<file path="src/inc/phy_mgmt_pkg.sv">
// Constants, register map and state codes for the PHY management register bank.
// Assumes one 100 MHz system clock; every switch register index is the 8-bit switch map.
`default_nettype none
package phy_mgmt_pkg;

	// Management register numbers
	localparam logic [4:0] REG_BASIC_CONTROL  = 5'h00;
	localparam logic [4:0] REG_BASIC_STATUS   = 5'h01;
	localparam logic [4:0] REG_ID_HIGH        = 5'h02;
	localparam logic [4:0] REG_ID_LOW         = 5'h03;
	localparam logic [4:0] REG_AUTONEG_ADV    = 5'h04;
	localparam logic [4:0] REG_PARTNER_AB     = 5'h05;
	localparam logic [4:0] REG_CABLE_DIAG     = 5'h1D;
	localparam logic [4:0] REG_SPECIAL_CTRL   = 5'h1F;

	// Basic control field positions
	localparam int BC_LOOPBACK    = 14;
	localparam int BC_FORCE_100   = 13;
	localparam int BC_AUTONEG_ON  = 12;
	localparam int BC_POWER_DOWN  = 11;
	localparam int BC_RESTART_AN  = 9;
	localparam int BC_FULL_DUPLEX = 8;
	localparam int BC_ALT_MDIX    = 5;
	localparam int BC_FORCE_MDI   = 4;
	localparam int BC_DIS_MDIX    = 3;
	localparam int BC_DIS_FEF     = 2;
	localparam int BC_DIS_TX      = 1;
	localparam int BC_DIS_LED     = 0;
	localparam int SC_NEAR_LOOP   = 1;

	// Stored bits of basic control; restart and unsupported bits are not held
	localparam logic [15:0] BC_STORE_MASK = 16'h793F;
	localparam logic [15:0] BC_RESET      = 16'h1020;
	localparam logic [15:0] STATUS_VALUE  = 16'h7000;
	localparam logic [15:0] ADV_RESET     = 16'h0000;

	// Switch register indices, port 1 then port 2
	localparam logic [7:0] SW_NEAR_LOOP [2] = '{8'h1A, 8'h2A};
	localparam logic [7:0] SW_PORT_CTRL [2] = '{8'h1C, 8'h2C};
	localparam logic [7:0] SW_PORT_DIAG [2] = '{8'h1D, 8'h2D};
	localparam logic [7:0] SW_PORT_MDIX [2] = '{8'h1F, 8'h2F};
	localparam logic [7:0] SW_GLOBAL_13     = 8'h0F;
	localparam int         SW_ADDR_LSB      = 3;
	localparam logic [4:0] PHY_BASE_RESET   = 5'h01;

	// Management frame timing in bits
	localparam logic [5:0] PRE_ONES  = 6'h20;
	localparam logic [4:0] HDR_LAST  = 5'h0C;
	localparam logic [4:0] DATA_LAST = 5'h0F;
	localparam logic [1:0] OP_READ   = 2'h2;
	localparam logic [1:0] OP_WRITE  = 2'h1;

	// Frame engine states
	typedef enum logic [3:0] {
		ST_PRE  = 4'h1,
		ST_HDR  = 4'h2,
		ST_TA   = 4'h4,
		ST_DATA = 4'h8
	} mdio_state_e;

endpackage
`default_nettype wire

</file>
<file path="src/inc/mgmt_frame_if.sv">
// Carrier between the management frame engine and the register bank.
// Assumes both ends run on the same system clock.
`timescale 1ns/1ps
`default_nettype none
interface mgmt_frame_if;
	logic        wrStb;   // One-cycle write strobe
	logic [4:0]  phyAddr; // Addressed PHY
	logic [4:0]  regNum;  // Addressed register number
	logic [15:0] wdata;   // Write data
	logic [15:0] rdata;   // Read data for phyAddr/regNum
	logic        hit;     // phyAddr matches a port

	modport engine (output wrStb, phyAddr, regNum, wdata, input rdata, hit);
	modport regs   (input wrStb, phyAddr, regNum, wdata, output rdata, hit);
endinterface
`default_nettype wire

</file>
<file path="src/logic/phy_mgmt_regs_loopback.sv">
// Management register bank for two PHY ports, with near-end and far-end loopback.
// Assumes the switch register file drives the sw* port on clk_sys; only mdc and mdioIn are pins.
`timescale 1ns/1ps
`default_nettype none
module phy_mgmt_regs_loopback
	import phy_mgmt_pkg::*;
#(
	parameter int          SYM_W   = 5,
	parameter logic [15:0] ID_HIGH = 16'h0000, // Arbitrary identifier value
	parameter logic [15:0] ID_LOW  = 16'h0000  // Arbitrary identifier value
) (
	input  wire logic             clk_sys,
	input  wire logic             rst_n,
	input  wire logic             mdc,
	input  wire logic             mdioIn,
	output var  logic             mdioOut,
	output var  logic             mdioOe,
	input  wire logic             swWrEn,
	input  wire logic [7:0]       swAddr,
	input  wire logic [7:0]       swWrData,
	output var  logic [7:0]       swRdData,
	input  wire logic [15:0]      partnerAbility1,
	input  wire logic [15:0]      partnerAbility2,
	input  wire logic [15:0]      cableDiag1,
	input  wire logic [15:0]      cableDiag2,
	output var  logic [15:0]      phyCtrl1,
	output var  logic [15:0]      phyCtrl2,
	output var  logic             autonegRestart1,
	output var  logic             autonegRestart2,
	input  wire logic [SYM_W-1:0] rxSym1,
	input  wire logic [SYM_W-1:0] rxSym2,
	input  wire logic [SYM_W-1:0] pcsTxSym1,
	input  wire logic [SYM_W-1:0] pcsTxSym2,
	output var  logic [SYM_W-1:0] txSym1,
	output var  logic [SYM_W-1:0] txSym2
);

	mgmt_frame_if frame ();              // Engine to register bank

	// Per-port register state
	logic [15:0] ctrlQ [2];             // Basic control per port
	logic [15:0] advQ [2];              // Autoneg advertisement per port
	logic        nearLoopQ [2];         // Near-end loop per port
	logic        restartQ [2];          // Autoneg restart pulse per port
	// Management address decode
	logic [4:0]  phyBaseQ;              // Address of port 1; port 2 is next
	logic [4:0]  portAddr [2];          // Management address per port
	logic [1:0]  portHit;               // Frame address matches port
	logic        selPort;               // Addressed port index
	logic        mgmtWr [2];            // Management write to port
	// Read path
	logic [15:0] rdMux;                 // Read data of addressed register
	logic [15:0] ability [2];           // Partner ability per port
	logic [15:0] diag [2];              // Cable diagnostic status per port

	// Far-side status by port
	assign ability[0] = partnerAbility1;
	assign ability[1] = partnerAbility2;
	assign diag[0]    = cableDiag1;
	assign diag[1]    = cableDiag2;

	// Serial frame engine on the management pins
	// Pins in, frame fields out
	mdio_serial u_serial (
		.clk_sys (clk_sys),
		.rst_n   (rst_n),
		.mdc     (mdc),
		.mdioIn  (mdioIn),
		.mdioOut (mdioOut),
		.mdioOe  (mdioOe),
		.bus     (frame)
	);

	// Port addresses follow the programmable base
	assign portAddr[0] = phyBaseQ;
	assign portAddr[1] = phyBaseQ + 5'h01;
	assign portHit[0]  = (frame.phyAddr == portAddr[0]);
	assign portHit[1]  = (frame.phyAddr == portAddr[1]);
	// Port 1 wins if both addresses match
	assign selPort     = portHit[1] & ~portHit[0];
	assign frame.hit   = |portHit;
	// Each write reaches one port only
	assign mgmtWr[0]   = frame.wrStb & portHit[0];
	assign mgmtWr[1]   = frame.wrStb & portHit[1] & ~portHit[0];

	// Management read decode for the addressed port
	always_comb begin
		rdMux = 16'h0000; // Unsupported numbers read zero
		// Port index picks the per-port copy
		unique case (frame.regNum)
			REG_BASIC_CONTROL: rdMux = ctrlQ[selPort] & BC_STORE_MASK;
			REG_BASIC_STATUS:  rdMux = STATUS_VALUE;
			REG_ID_HIGH:       rdMux = ID_HIGH;
			REG_ID_LOW:        rdMux = ID_LOW;
			REG_AUTONEG_ADV:   rdMux = advQ[selPort];
			REG_PARTNER_AB:    rdMux = ability[selPort];
			REG_CABLE_DIAG:    rdMux = diag[selPort];
			REG_SPECIAL_CTRL: begin
				rdMux[SC_NEAR_LOOP] = nearLoopQ[selPort];
			end
			default: rdMux = 16'h0000;
		endcase
	end
	// Sampled at turnaround
	assign frame.rdata = rdMux;

	// Address base: reset default and switch reprogramming
	always_ff @(posedge clk_sys or negedge rst_n) begin
		if (!rst_n) begin
			phyBaseQ <= PHY_BASE_RESET; // Port 1 at 1, port 2 at 2
		end else if (swWrEn && swAddr == SW_GLOBAL_13) begin
			// Port 2 follows at base plus one
			phyBaseQ <= swWrData[SW_ADDR_LSB +: 5];
		end
	end

	// Basic control storage, shared by the management and switch views
	always_ff @(posedge clk_sys or negedge rst_n) begin
		if (!rst_n) begin
			for (int p = 0; p < 2; p++) begin
				// Autoneg, crossover mode on
				ctrlQ[p] <= BC_RESET; // Autoneg on after reset
			end
		end else begin
			for (int p = 0; p < 2; p++) begin
				// Management beats switch
				if (mgmtWr[p] && frame.regNum == REG_BASIC_CONTROL) begin
					// Unsupported bits and restart are never stored
					ctrlQ[p] <= frame.wdata & BC_STORE_MASK;
				end else if (swWrEn && swAddr == SW_PORT_CTRL[p]) begin
					// Speed, autoneg and duplex mirror
					ctrlQ[p][BC_AUTONEG_ON]  <= swWrData[7];
					ctrlQ[p][BC_FORCE_100]   <= swWrData[6];
					ctrlQ[p][BC_FULL_DUPLEX] <= swWrData[5];
				end else if (swWrEn && swAddr == SW_PORT_DIAG[p]) begin
					// Far loop enable and port options mirror
					ctrlQ[p][BC_LOOPBACK]   <= swWrData[0];
					ctrlQ[p][BC_FORCE_MDI]  <= swWrData[1];
					ctrlQ[p][BC_DIS_MDIX]   <= swWrData[2];
					ctrlQ[p][BC_POWER_DOWN] <= swWrData[3];
					ctrlQ[p][BC_DIS_TX]     <= swWrData[6];
					ctrlQ[p][BC_DIS_LED]    <= swWrData[7];
					if (p == 0) begin
						// Far-end fault disable is mirrored from the switch map on port 1 only
						ctrlQ[p][BC_DIS_FEF] <= swWrData[4];
					end
				end else if (swWrEn && swAddr == SW_PORT_MDIX[p]) begin
					// Crossover mode mirror
					ctrlQ[p][BC_ALT_MDIX] <= swWrData[7];
				end
			end
		end
	end

	// Advertisement storage, management side only
	always_ff @(posedge clk_sys or negedge rst_n) begin
		if (!rst_n) begin
			for (int p = 0; p < 2; p++) begin
				// Nothing advertised
				advQ[p] <= ADV_RESET;
			end
		end else begin
			for (int p = 0; p < 2; p++) begin
				if (mgmtWr[p] && frame.regNum == REG_AUTONEG_ADV) begin
					// All sixteen bits are writable
					advQ[p] <= frame.wdata;
				end
			end
		end
	end

	// Near-end loop enable, one bit seen from both maps
	always_ff @(posedge clk_sys or negedge rst_n) begin
		if (!rst_n) begin
			for (int p = 0; p < 2; p++) begin
				// Loops off after reset
				nearLoopQ[p] <= 1'b0;
			end
		end else begin
			for (int p = 0; p < 2; p++) begin
				if (mgmtWr[p] && frame.regNum == REG_SPECIAL_CTRL) begin
					// Management view; beats a switch write in the same cycle
					nearLoopQ[p] <= frame.wdata[SC_NEAR_LOOP];
				end else if (swWrEn && swAddr == SW_NEAR_LOOP[p]) begin
					// Switch map view of the same bit
					nearLoopQ[p] <= swWrData[1];
				end
			end
		end
	end

	// Autoneg restart: a write of one gives a single-cycle pulse, the bit self-clears
	always_ff @(posedge clk_sys or negedge rst_n) begin
		if (!rst_n) begin
			for (int p = 0; p < 2; p++) begin
				// No pulse pending
				restartQ[p] <= 1'b0;
			end
		end else begin
			for (int p = 0; p < 2; p++) begin
				// High one cycle per write of one
				restartQ[p] <= (mgmtWr[p] && frame.regNum == REG_BASIC_CONTROL && frame.wdata[BC_RESTART_AN])
					|| (swWrEn && swAddr == SW_PORT_DIAG[p] && swWrData[5]);
			end
		end
	end

	// Switch-side readback of mirrored fields
	always_ff @(posedge clk_sys or negedge rst_n) begin
		if (!rst_n) begin
			swRdData <= 8'h00;
		end else begin
			swRdData <= 8'h00; // Unheld bits read zero
			// Address base field
			if (swAddr == SW_GLOBAL_13) begin
				swRdData[SW_ADDR_LSB +: 5] <= phyBaseQ;
			end
			for (int p = 0; p < 2; p++) begin
				if (swAddr == SW_NEAR_LOOP[p]) begin
					swRdData[1] <= nearLoopQ[p];
				end
				// Speed, autoneg and duplex
				if (swAddr == SW_PORT_CTRL[p]) begin
					swRdData[7:5] <= {ctrlQ[p][BC_AUTONEG_ON], ctrlQ[p][BC_FORCE_100], ctrlQ[p][BC_FULL_DUPLEX]};
				end
				// Restart bit always reads zero
				if (swAddr == SW_PORT_DIAG[p]) begin
					swRdData <= {ctrlQ[p][BC_DIS_LED], ctrlQ[p][BC_DIS_TX], 1'b0,
						(p == 0) ? ctrlQ[p][BC_DIS_FEF] : 1'b0, ctrlQ[p][BC_POWER_DOWN],
						ctrlQ[p][BC_DIS_MDIX], ctrlQ[p][BC_FORCE_MDI], ctrlQ[p][BC_LOOPBACK]};
				end
				// Crossover mode
				if (swAddr == SW_PORT_MDIX[p]) begin
					swRdData[7] <= ctrlQ[p][BC_ALT_MDIX];
				end
			end
		end
	end

	// Control outputs to the PHY cores
	always_ff @(posedge clk_sys or negedge rst_n) begin
		if (!rst_n) begin
			phyCtrl1        <= BC_RESET;
			phyCtrl2        <= BC_RESET;
			autonegRestart1 <= 1'b0;
			autonegRestart2 <= 1'b0;
		end else begin
			// One stage keeps outputs on flops
			phyCtrl1        <= ctrlQ[0];
			phyCtrl2        <= ctrlQ[1];
			autonegRestart1 <= restartQ[0];
			autonegRestart2 <= restartQ[1];
		end
	end

	// Loops only forward symbols
	// Port 1 transmit: own near loop, or port 2's far loop turning port 1 traffic
	loopback_path #(
		.SYM_W (SYM_W)
	) u_loop1 (
		.clk_sys  (clk_sys),
		.rst_n    (rst_n),
		.rxSym    (rxSym1),
		.pcsTxSym (pcsTxSym1),
		.nearEn   (nearLoopQ[0]),
		.farEn    (ctrlQ[1][BC_LOOPBACK]),
		.txSym    (txSym1)
	);

	// Port 2 transmit: own near loop, or port 1's far loop turning port 2 traffic
	loopback_path #(
		.SYM_W (SYM_W)
	) u_loop2 (
		.clk_sys  (clk_sys),
		.rst_n    (rst_n),
		.rxSym    (rxSym2),
		.pcsTxSym (pcsTxSym2),
		.nearEn   (nearLoopQ[1]),
		.farEn    (ctrlQ[0][BC_LOOPBACK]),
		.txSym    (txSym2)
	);

endmodule
`default_nettype wire

</file>
<file path="src/logic/mdio_serial.sv">
// Management serial frame engine: preamble, start, opcode, addresses, turnaround, data.
// Assumes mdc and mdioIn come from pins; both are synchronised here.
`timescale 1ns/1ps
`default_nettype none
module mdio_serial
	import phy_mgmt_pkg::*;
(
	input  wire logic   clk_sys,
	input  wire logic   rst_n,
	input  wire logic   mdc,
	input  wire logic   mdioIn,
	output var  logic   mdioOut,
	output var  logic   mdioOe,
	mgmt_frame_if.engine bus
);
	logic        mdcS1, mdcS2, mdcS3;   // Clock synchroniser and edge history
	logic        dinS1, dinS2;          // Data synchroniser
	logic        rise;                  // Management clock rising edge
	mdio_state_e stateQ;                // Frame position
	logic [5:0]  onesQ;                 // Preamble ones, saturating
	logic [4:0]  bitCntQ;               // Bit within field
	logic [15:0] shQ;                   // Shift register
	logic        readQ;                 // Frame is a read
	logic        hitQ;                  // Frame addresses this device
	logic [4:0]  phyQ, regQ;            // Captured addresses
	logic [15:0] wdataQ;                // Captured write data
	logic        wrStbQ;                // Write strobe
	logic [12:0] hdr;                   // Header including the current bit

	assign hdr         = {shQ[11:0], dinS2};
	assign rise        = mdcS2 & ~mdcS3;
	assign bus.phyAddr = phyQ;
	assign bus.regNum  = regQ;
	assign bus.wdata   = wdataQ;
	assign bus.wrStb   = wrStbQ;

	// Two-stage synchronisers for the pins
	always_ff @(posedge clk_sys or negedge rst_n) begin
		if (!rst_n) begin
			{mdcS1, mdcS2, mdcS3} <= 3'h0;
			{dinS1, dinS2}        <= 2'h3;
		end else begin
			mdcS1 <= mdc;
			mdcS2 <= mdcS1;
			mdcS3 <= mdcS2;
			dinS1 <= mdioIn;
			dinS2 <= dinS1;
		end
	end

	// Frame sequencer, advanced on each rising edge of the management clock
	always_ff @(posedge clk_sys or negedge rst_n) begin
		if (!rst_n) begin
			stateQ  <= ST_PRE;
			onesQ   <= 6'h00;
			bitCntQ <= 5'h00;
			shQ     <= 16'h0000;
			readQ   <= 1'b0;
			hitQ    <= 1'b0;
			phyQ    <= 5'h00;
			regQ    <= 5'h00;
			wdataQ  <= 16'h0000;
			wrStbQ  <= 1'b0;
			mdioOut <= 1'b0;
			mdioOe  <= 1'b0;
		end else begin
			wrStbQ <= 1'b0;
			if (rise) begin
				unique case (stateQ)
					ST_PRE: begin
						// Count ones; a zero after a full preamble is the start bit
						if (dinS2) begin
							if (onesQ != PRE_ONES) onesQ <= onesQ + 6'h01;
						end else begin
							if (onesQ == PRE_ONES) begin
								stateQ  <= ST_HDR;
								bitCntQ <= 5'h00;
							end
							onesQ <= 6'h00;
						end
					end
					ST_HDR: begin
						shQ     <= {shQ[14:0], dinS2};
						bitCntQ <= bitCntQ + 5'h01;
						if (bitCntQ == HDR_LAST) begin
							bitCntQ <= 5'h00;
							phyQ    <= hdr[9:5];
							regQ    <= hdr[4:0];
							readQ   <= (hdr[11:10] == OP_READ);
							// Bad start or opcode drops back to preamble hunt
							if (hdr[12] && (hdr[11:10] == OP_READ || hdr[11:10] == OP_WRITE)) begin
								stateQ <= ST_TA;
							end else begin
								stateQ <= ST_PRE;
							end
						end
					end
					ST_TA: begin
						bitCntQ <= bitCntQ + 5'h01;
						if (bitCntQ == 5'h00) begin
							// Second turnaround bit is driven low on a matching read
							hitQ <= bus.hit;
							shQ  <= bus.rdata;
							if (readQ && bus.hit) begin
								mdioOe  <= 1'b1;
								mdioOut <= 1'b0;
							end
						end else begin
							stateQ  <= ST_DATA;
							bitCntQ <= 5'h00;
							if (readQ && hitQ) begin
								mdioOut <= shQ[15];
								shQ     <= {shQ[14:0], 1'b0};
							end
						end
					end
					ST_DATA: begin
						bitCntQ <= bitCntQ + 5'h01;
						if (readQ) begin
							mdioOut <= shQ[15];
							shQ     <= {shQ[14:0], 1'b0};
						end else begin
							shQ <= {shQ[14:0], dinS2};
						end
						if (bitCntQ == DATA_LAST) begin
							// Release the line after the last read bit was sampled
							stateQ <= ST_PRE;
							mdioOe <= 1'b0;
							if (!readQ && hitQ) begin
								wdataQ <= {shQ[14:0], dinS2};
								wrStbQ <= 1'b1;
							end
						end
					end
				endcase
			end
		end
	end
endmodule
`default_nettype wire

</file>
<file path="src/logic/loopback_path.sv">
// Per-port transmit selector at the PMD/PMA: normal transmit or the port's own receive symbols.
// Assumes symbols arrive on the system clock from the PMA.
`timescale 1ns/1ps
`default_nettype none
module loopback_path #(
	parameter int SYM_W = 5
) (
	input  wire logic             clk_sys,
	input  wire logic             rst_n,
	input  wire logic [SYM_W-1:0] rxSym,
	input  wire logic [SYM_W-1:0] pcsTxSym,
	input  wire logic             nearEn,
	input  wire logic             farEn,
	output var  logic [SYM_W-1:0] txSym
);
	// Either loop returns this port's receive stream on its transmit pair
	always_ff @(posedge clk_sys or negedge rst_n) begin
		if (!rst_n) begin
			txSym <= '0;
		end else if (nearEn || farEn) begin
			txSym <= rxSym;
		end else begin
			txSym <= pcsTxSym;
		end
	end
endmodule
`default_nettype wire

</file>
<file path="config.mk">
export PLATFORM = sky130hd
export DESIGN_NAME = phy_mgmt_regs_loopback
export DESIGN_NICKNAME = d
export VERILOG_FILES = /design/src/inc/phy_mgmt_pkg.sv /design/src/inc/mgmt_frame_if.sv /design/src/logic/phy_mgmt_regs_loopback.sv /design/src/logic/mdio_serial.sv /design/src/logic/loopback_path.sv
export SDC_FILE = /design/constraint.sdc
export NUM_CORES = 1
export LEC_CHECK = 0
export ABC_AREA = 0
export BUFFER_PORTS_ARGS = -buffer_cell sky130_fd_sc_hd__buf_2
export CELL_PAD_IN_SITES_DETAIL_PLACEMENT = 2
export CELL_PAD_IN_SITES_GLOBAL_PLACEMENT = 2
export CORE_ASPECT_RATIO = 0.75
export CORE_UTILIZATION = 36
export CTS_CLUSTER_SIZE = 28
export DETAILED_ROUTE_END_ITERATION = 10
export MAX_ROUTING_LAYER = met4
export PLACE_DENSITY_LB_ADDON = 0.08
export SLEW_MARGIN = 30
export SYNTH_ARGS = -nofsm -noshare
export SYNTH_HDL_FRONTEND = slang
export SYNTH_SLANG_ARGS = --single-unit
</file>
<file path="constraint.sdc">
create_clock -name clk_sys -period 3.8 [get_ports clk_sys]
set_clock_uncertainty 0.2 [all_clocks]
set_input_delay 0.38 -clock clk_sys [delete_from_list [all_inputs] [get_ports clk_sys]]
set_output_delay 0.38 -clock clk_sys [all_outputs]
set_load 0.02 [all_outputs]
</file>
======== After elaboration in Yosys (flattened, before gate mapping) ========
Index checks and enable logic that the tools add are counted.
operators by class
  $add $sub $neg .......................... 3
  order comparisons ....................... 1
  equal/unequal tests ..................... 41
  multiplexer cells ....................... 93
  bitwise gates (word level) .............. 8
  reduce and logical (&&, ||, !) cells .... 55
operators by type and width
  cell                 count
  $mux 16              11
  $pmux 14 s5          1
  $pmux 16 s3          1
  $mux 15              3
  $mux 5               8
  $mux 1               39
  $eq 8x5->1 const B   4
  $eq 8x6->1 const B   4
  $mux 4               7
  $mux 6               4
  $logic_and 1x1->1    23
  $reduce_and 3->1     7
  $pmux 5 s4           1
  $reduce_bool 2->1    9
  $mux 8               2
  $ne 2x1->1 const B   8
  $pmux 4 s4           1
  $mux 3               5
  $mux 2               6
  $add 5x1->5 const B  2
  $eq 5x3->1 const B   2
  $eq 5x4->1 const B   2
  $eq 5x5->1           2
  $eq 5x5->1 const B   2
  30 further kinds     47
storage, ports and cells
  register bits after elaboration ......... 172
  output and inout port bits .............. 54
  word-level logic and storage cells ...... 239

======== Longest topological paths before layout ========
  depth after elaboration ................. 10
  mapped depth ............................ 10

======== Modules after synthesis ========
Synthesis repeated with hierarchy kept, for this count alone.
second synthesis, totals
  cell total of the unflattened synthesis .. 696
  area, all modules ....................... 8,603.3 um^2
modules (own cells, without submodules)
  module                  times used  cells each  area each (um^2)  seq. area each (um^2)
  phy_mgmt_regs_loopback  1           426         4,956.0           2,388.5
  mdio_serial             1           248         3,261.9           1,680.4
  loopback_path           2           11          192.7             125.1

======== Worst setup path before layout ========
No wires, ideal clock.
  path type ............................... reg-to-reg
  start ................................... register phyBaseQ[0]
  end ..................................... register advQ[10] in the netlist's numbering
  arrival time ............................ 2,329 ps
  required time ........................... 3,475 ps
  slack ................................... 1,146 ps
  stages on the path, launching flop included .. 9
  cell sequence ........................... dfstp_2 -> ha_1 -> xor3_1 -> nor3_2 -> and3_4 -> and3_2 -> buf_2 -> buf_4 -> mux2_2
between the ends
  cells in the longest elaborated chain, start to end .. 5
RTL lines
  item                            RTL line                       RTL
  start: declaration              phy_mgmt_regs_loopback.sv:46   logic [4:0] phyBaseQ;
  start signal: assignment        phy_mgmt_regs_loopback.sv:113  phyBaseQ <= swWrData[SW_ADDR_LSB +: 5];
  $add 5x1->5                     phy_mgmt_regs_loopback.sv:76   assign portAddr[1] = phyBaseQ + 5'h01;
  $eq 5x5->1                      phy_mgmt_regs_loopback.sv:78   assign portHit[1] = (frame.phyAddr == portAddr[1]);
  $and 1x1->1                     phy_mgmt_regs_loopback.sv:84   assign mgmtWr[1] = frame.wrStb & portHit[1] & ~portHit[0];
  $and 1x1->1 (*)                 phy_mgmt_regs_loopback.sv:84
  $logic_and 1x1->1 (*)           phy_mgmt_regs_loopback.sv:164  if (mgmtWr[p] && frame.regNum == REG_AUTONEG_ADV) begin
  end signal: indexed assignment  phy_mgmt_regs_loopback.sv:166  advQ[p] <= frame.wdata;
  end: declaration                phy_mgmt_regs_loopback.sv:42   logic [15:0] advQ [2];
Mark *: on every way between the ends. The rest lies on a longest branch, timed or not.
A chain may end at the register's enable or synchronous reset.

======== Final worst setup path ========
  start ................................... register phyBaseQ[0]
  end ..................................... register u_serial.shQ[0]
between the ends
  cells in the longest elaborated chain, start to end .. 10
RTL lines
  item                                                                 RTL line                                                    RTL
  $add 5x1->5 or $eq 5x5->1 (tied branches)                            phy_mgmt_regs_loopback.sv:76, phy_mgmt_regs_loopback.sv:77
  $eq 5x5->1 or $not 1->1 (tied branches)                              phy_mgmt_regs_loopback.sv:78, phy_mgmt_regs_loopback.sv:80
  $and 1x1->1 (*)                                                      phy_mgmt_regs_loopback.sv:80                                assign selPort = portHit[1] & ~portHit[0];
  $not 1->2 (implied by the code) (*)                                  --
  $mux 16 (implied by the code) (tied with other cells) (3 in series)  phy_mgmt_regs_loopback.sv:97                                REG_CABLE_DIAG: rdMux = diag[selPort];
  $pmux 1 s4 (*)                                                       phy_mgmt_regs_loopback.sv:90                                unique case (frame.regNum)
  $mux 16 (*)                                                          mdio_serial.sv:100                                          if (bitCntQ == 5'h00) begin
  $pmux 16 s3 (*)                                                      mdio_serial.sv:69                                           unique case (stateQ)
  end signal: assignment                                               mdio_serial.sv:83                                           shQ <= {shQ[14:0], dinS2};
  end signal: assignment                                               mdio_serial.sv:103                                          shQ <= bus.rdata;
  end signal: assignment                                               mdio_serial.sv:113                                          shQ <= {shQ[14:0], 1'b0};
  end: declaration                                                     mdio_serial.sv:22                                           logic [15:0] shQ;
Mark *: on every way between the ends. The rest lies on a longest branch, timed or not. The select of a mux whose other input is x is not followed.

==> flow_summary.rst <==
.. list-table::
   :header-rows: 1

   * - Metric
     - Value
   * - Most instantiated flip-flop cell in the synthesis netlist
     - dfrtp_1
   * - Number of cells in the finished layout apart from fillers
     - about 1,300
   * - Logic pwr share
     - 16.9%
   * - Detailed placement HPWL
     - 21,000 um
   * - Critical path launch point type
     - flip-flop
   * - Total wire length
     - 29,000 um
   * - Category of the worst setup path capture point
     - flip-flop
   * - Yosys cell types
     - between 60 and 70
   * - Outcome
     - complete, but fails checks
   * - Async set-or-reset flop fraction in the synthesized netlist
     - 100%
   * - Std-Cell Rows
     - between 40 and 50
   * - Highest achievable clock rate
     - about 310 MHz
   * - Global-route wire length before repair
     - about 46,000 um
   * - Starting DRC count in detailed routing
     - ~470
   * - Maximum number of buffers from clock root to sink
     - 2
   * - Post-synthesis instance area
     - 0.00853 mm^2
   * - First-pass iteration count of the detailed router
     - 11
   * - Final total negative setup slack
     - 0 ps
   * - Overall die width
     - 180 um
   * - Antenna violations before repair
     - 0
   * - YS warnings
     - 0
   * - Most frequent cells in the layout
     - 160 x dfrtp_1, 147 x buf_2, 127 x nand2_1
   * - Number of sinks driven by the clock tree
     - ~170
   * - Cell-by-cell trace of the critical path
     - ha_1 -> xor3_1 -> nor3_2 -> and3_4 -> buf_12 -> mux2i_1 -> nor4_1 -> o221ai_1
   * - Cell count of the worst reg-to-reg path
     - 8
   * - Routed wire per std cell
     - 23.2 um
   * - Number of diodes added for antenna fixing
     - 0
   * - Count of endpoints failing setup in the final report
     - 0
   * - Required time worst endpoint
     - just under 4000 ps
   * - Footprint of the flip-flops and latches
     - 0.00432 mm^2
   * - Post-Place Cells
     - 1,198
   * - Slew at the pin with the worst max-slew slack
     - a little under 1000 ps
   * - Via density per instance
     - 5.56
   * - RSZ-0062 raised after global routing
     - no
   * - Highest ir drop seen on vdd
     - around 0.32 mV
   * - Number of nets still failing antenna checks after routing
     - 0
   * - Fin crit share
     - roughly 84%
   * - Net count, final
     - 1,052
   * - Area used by multi-input combinational logic
     - 0.00383 mm^2
   * - Buffers on Ports
     - 148
   * - Max-cap check violation count
     - 0
   * - Number of top-level design ports
     - 159
   * - Family with the most delay on the worst path
     - simple AND/OR/NAND/NOR gates
   * - Hold Path Stages
     - 2
   * - Internal power
     - 3.47 mW
   * - TritonCTS clock tree
     - done
   * - Floorplan Core Area
     - 0.0231 mm^2
   * - Count of fill cells added during filler insertion
     - 2,414
   * - Critical Path AT
     - ~3300 ps
   * - Flops & latches, synth
     - roughly 170
   * - Switching Fraction
     - ~31%
   * - Depth of the CTS H-tree
     - 4
   * - Reported leakage power
     - 4.80 nW
   * - Net switching power
     - between 1.5 and 2 mW
   * - Cells after Synth
     - 772
   * - Total grt overflow
     - 0
   * - Num CTS Buffers
     - 17
   * - RR Startpoint
     - phyBaseQ[0]$_DFFE_PN1P_
   * - CP Buf/Inv Count
     - 1
   * - Count of unresolved DRC violations after routing
     - 10
   * - Layout cells sized above 1
     - 33.6%
   * - Clk slew on worst S/H paths
     - approximately 80 ps
   * - Total routing usage reported by global routing
     - 25.8%
   * - Most common cell after layout, fill and taps aside
     - dfrtp_1
   * - Portion of total power attributed to the clock network
     - roughly two fifths
   * - Reg-to-reg critical path endpoint
     - u_serial.shQ[0]$_DFFE_PN0P_
   * - Root buffer cell
     - clkbuf_16
   * - Share of synthesized area occupied by flip-flops and latches
     - 50.6%
   * - Via count of the first global-routing pass
     - 7,548
   * - Number of buffers inserted to repair setup after CTS
     - 0
   * - Cell area power density
     - 481 mW/mm^2
   * - Slowest stage cell, crit path
     - dfstp_2
   * - Largest stage delay on the critical path
     - 580 ps
   * - Sink of the worst hold path
     - phyBaseQ[1]$_DFFE_PN0P_
   * - Total count of hold-check failures in the final report
     - 0
   * - Die footprint
     - ~0.024 mm^2
   * - Post-synth EDFFs
     - 0
   * - R2R Setup Slk
     - 620 ps
   * - Min cycle time layout
     - between 3000 and 4000 ps
   * - Global placer's final weighted congestion
     - 0.841
   * - Proportion of power drawn by flip-flops and latches
     - 44.8%
   * - Number of vias after detailed routing
     - 6,968
   * - Average instance area after synthesis
     - 11.1 um^2
   * - Worst Hold Launch
     - swWrData[4]
   * - Headroom to the max-slew limit
     - ~35%
   * - Violations in the final reports
     - DRC
   * - Clock latency on the worst-skew pair
     - roughly 450 ps
   * - Initial Utilization
     - a little under two fifths
   * - Maximum number of pins on one net before global-route repair
     - between 90 and 100
   * - Hold crit path type
     - input port to flip-flop
   * - Fin. max-slew vios
     - 0
   * - Peak fanout along the critical path
     - 24
   * - Area Overhead vs Synth
     - 21.8%
   * - Critical path class
     - flip-flop to flip-flop
   * - Post-layout total power
     - roughly 5 mW
   * - Die height
     - around 140 um
-- synthesized netlist by cell type, drive strengths merged (6+ instances only) --
master,n,area [um^2]
a21oi,29,145
a222oi,18,180
and3,6,45.0
buf,30,270
clkbuf,21,91.3
dfrtp,160,4000
dfstp,12,315
ha,7,87.6
inv,17,63.8
mux2,92,1040
mux2i,49,490
nand2,128,483
nand3,14,70.1
nand4,6,37.5
nor2,37,139
nor3,10,66.3
nor4,8,71.3
o21ai,39,195
xnor2,6,52.6
-- cells by family (layout without fill, tap and decap cells) --
logic type / Yosys count / after routing / synth area share [%]
compound gates: 133 / 133 / 10.7
mux: 141 / 141 / 17.9
xor+xnor: 10 / 10 / 1.20
other cells: 1 / 10 / 0.0440
simple gates: 240 / 240 / 13.5
flops: 172 / 172 / 50.6
buf+inv: 68 / 240 / 4.99
fa+ha+maj: 7 / 7 / 1.03
-- how the worst max path moves through the flow --
stage,cells past startpoint,start,end,slack [ps]
6_report,8,phyBaseQ[0]$_DFFE_PN1P_,u_serial.shQ[0]$_DFFE_PN0P_,620
5_1_grt,8,phyBaseQ[0]$_DFFE_PN1P_,u_serial.shQ[5]$_DFFE_PN0P_,480
4_1_cts,8,phyBaseQ[0]$_DFFE_PN1P_,u_serial.shQ[0]$_DFFE_PN0P_,640
3_5_place_dp,8,phyBaseQ[0]$_DFFE_PN1P_,u_serial.shQ[0]$_DFFE_PN0P_,660
3_3_place_gp,8,phyBaseQ[0]$_DFFE_PN1P_,u_serial.shQ[0]$_DFFE_PN0P_,790
2_1_floorplan,8,phyBaseQ[0]$_DFFE_PN1P_,advQ[10]$_DFFE_PN0P_,1150
-- power by group through the flow --
stage | clock, mW | sequential (mW) | combinational (mW)
2_1_floorplan | 0 | 2.17 | 0.561
3_3_place_gp | 0 | 2.25 | 0.768
3_5_place_dp | 0 | 2.27 | 0.825
4_1_cts | 1.96 | 2.23 | 0.855
5_1_grt | 2.02 | 2.26 | 0.946
6_report | 1.92 | 2.24 | 0.843
-- layer usage --
layer	track usage, %	wire, um	vias to the layer above
met2	39.7	13600	184
met1	35.5	13800	3645
li1	-	-	3110
met5	-	0	-
met4	7.42	416	0
met3	3.71	1210	29
-- metrics by stage --
stage          hold WS, ps  util [%]  instance area [um^2]  setup slack [ps]
2_1_floorplan         -116         -                  8570              1150
3_3_place_gp           135      41.2                  9520               792
3_5_place_dp           137      41.2                  9520               664
4_1_cts               1.80      44.9                 10400               638
5_1_grt               7.20      44.9                 10400               479
6_report              14.7      44.9                 10400               616
-- layout make-up --
type                            count  share of cell area [%]
Clock buffer                       18                    4.13
Clock inverter                     14                    1.99
Inverter                           17                   0.614
Multi-Input combinational cell    541                    36.9
Sequential cell                   172                    41.6
Tap cell                          300                    3.61
Timing Repair Buffer              191                    11.2
-- timing repair --
action,4_1_cts,5_1_grt
hold buffers,23,0
gates resized for setup,0,0
hold endpoints to repair,93,0
endpoints found under the setup margin,0,0
-- state kept, by name, indices dropped and copies added, names as in the netlist, 2 cells and up --
signal and flops:
ctrlQ 22, restartQ 2, u_loop2.txSym 5, advQ 32
phyCtrl1 11, u_serial.bus.phyAddr 5, phyBaseQ 5, phyCtrl2 11
u_serial.stateQ 4, nearLoopQ 2, u_serial.shQ 16, swRdData 8
u_serial.onesQ 6, u_serial.bitCntQ 5, u_serial.bus.regNum 5, u_loop1.txSym 5
u_serial.bus.wdata 16
Power figures use the tool's default switching activity.
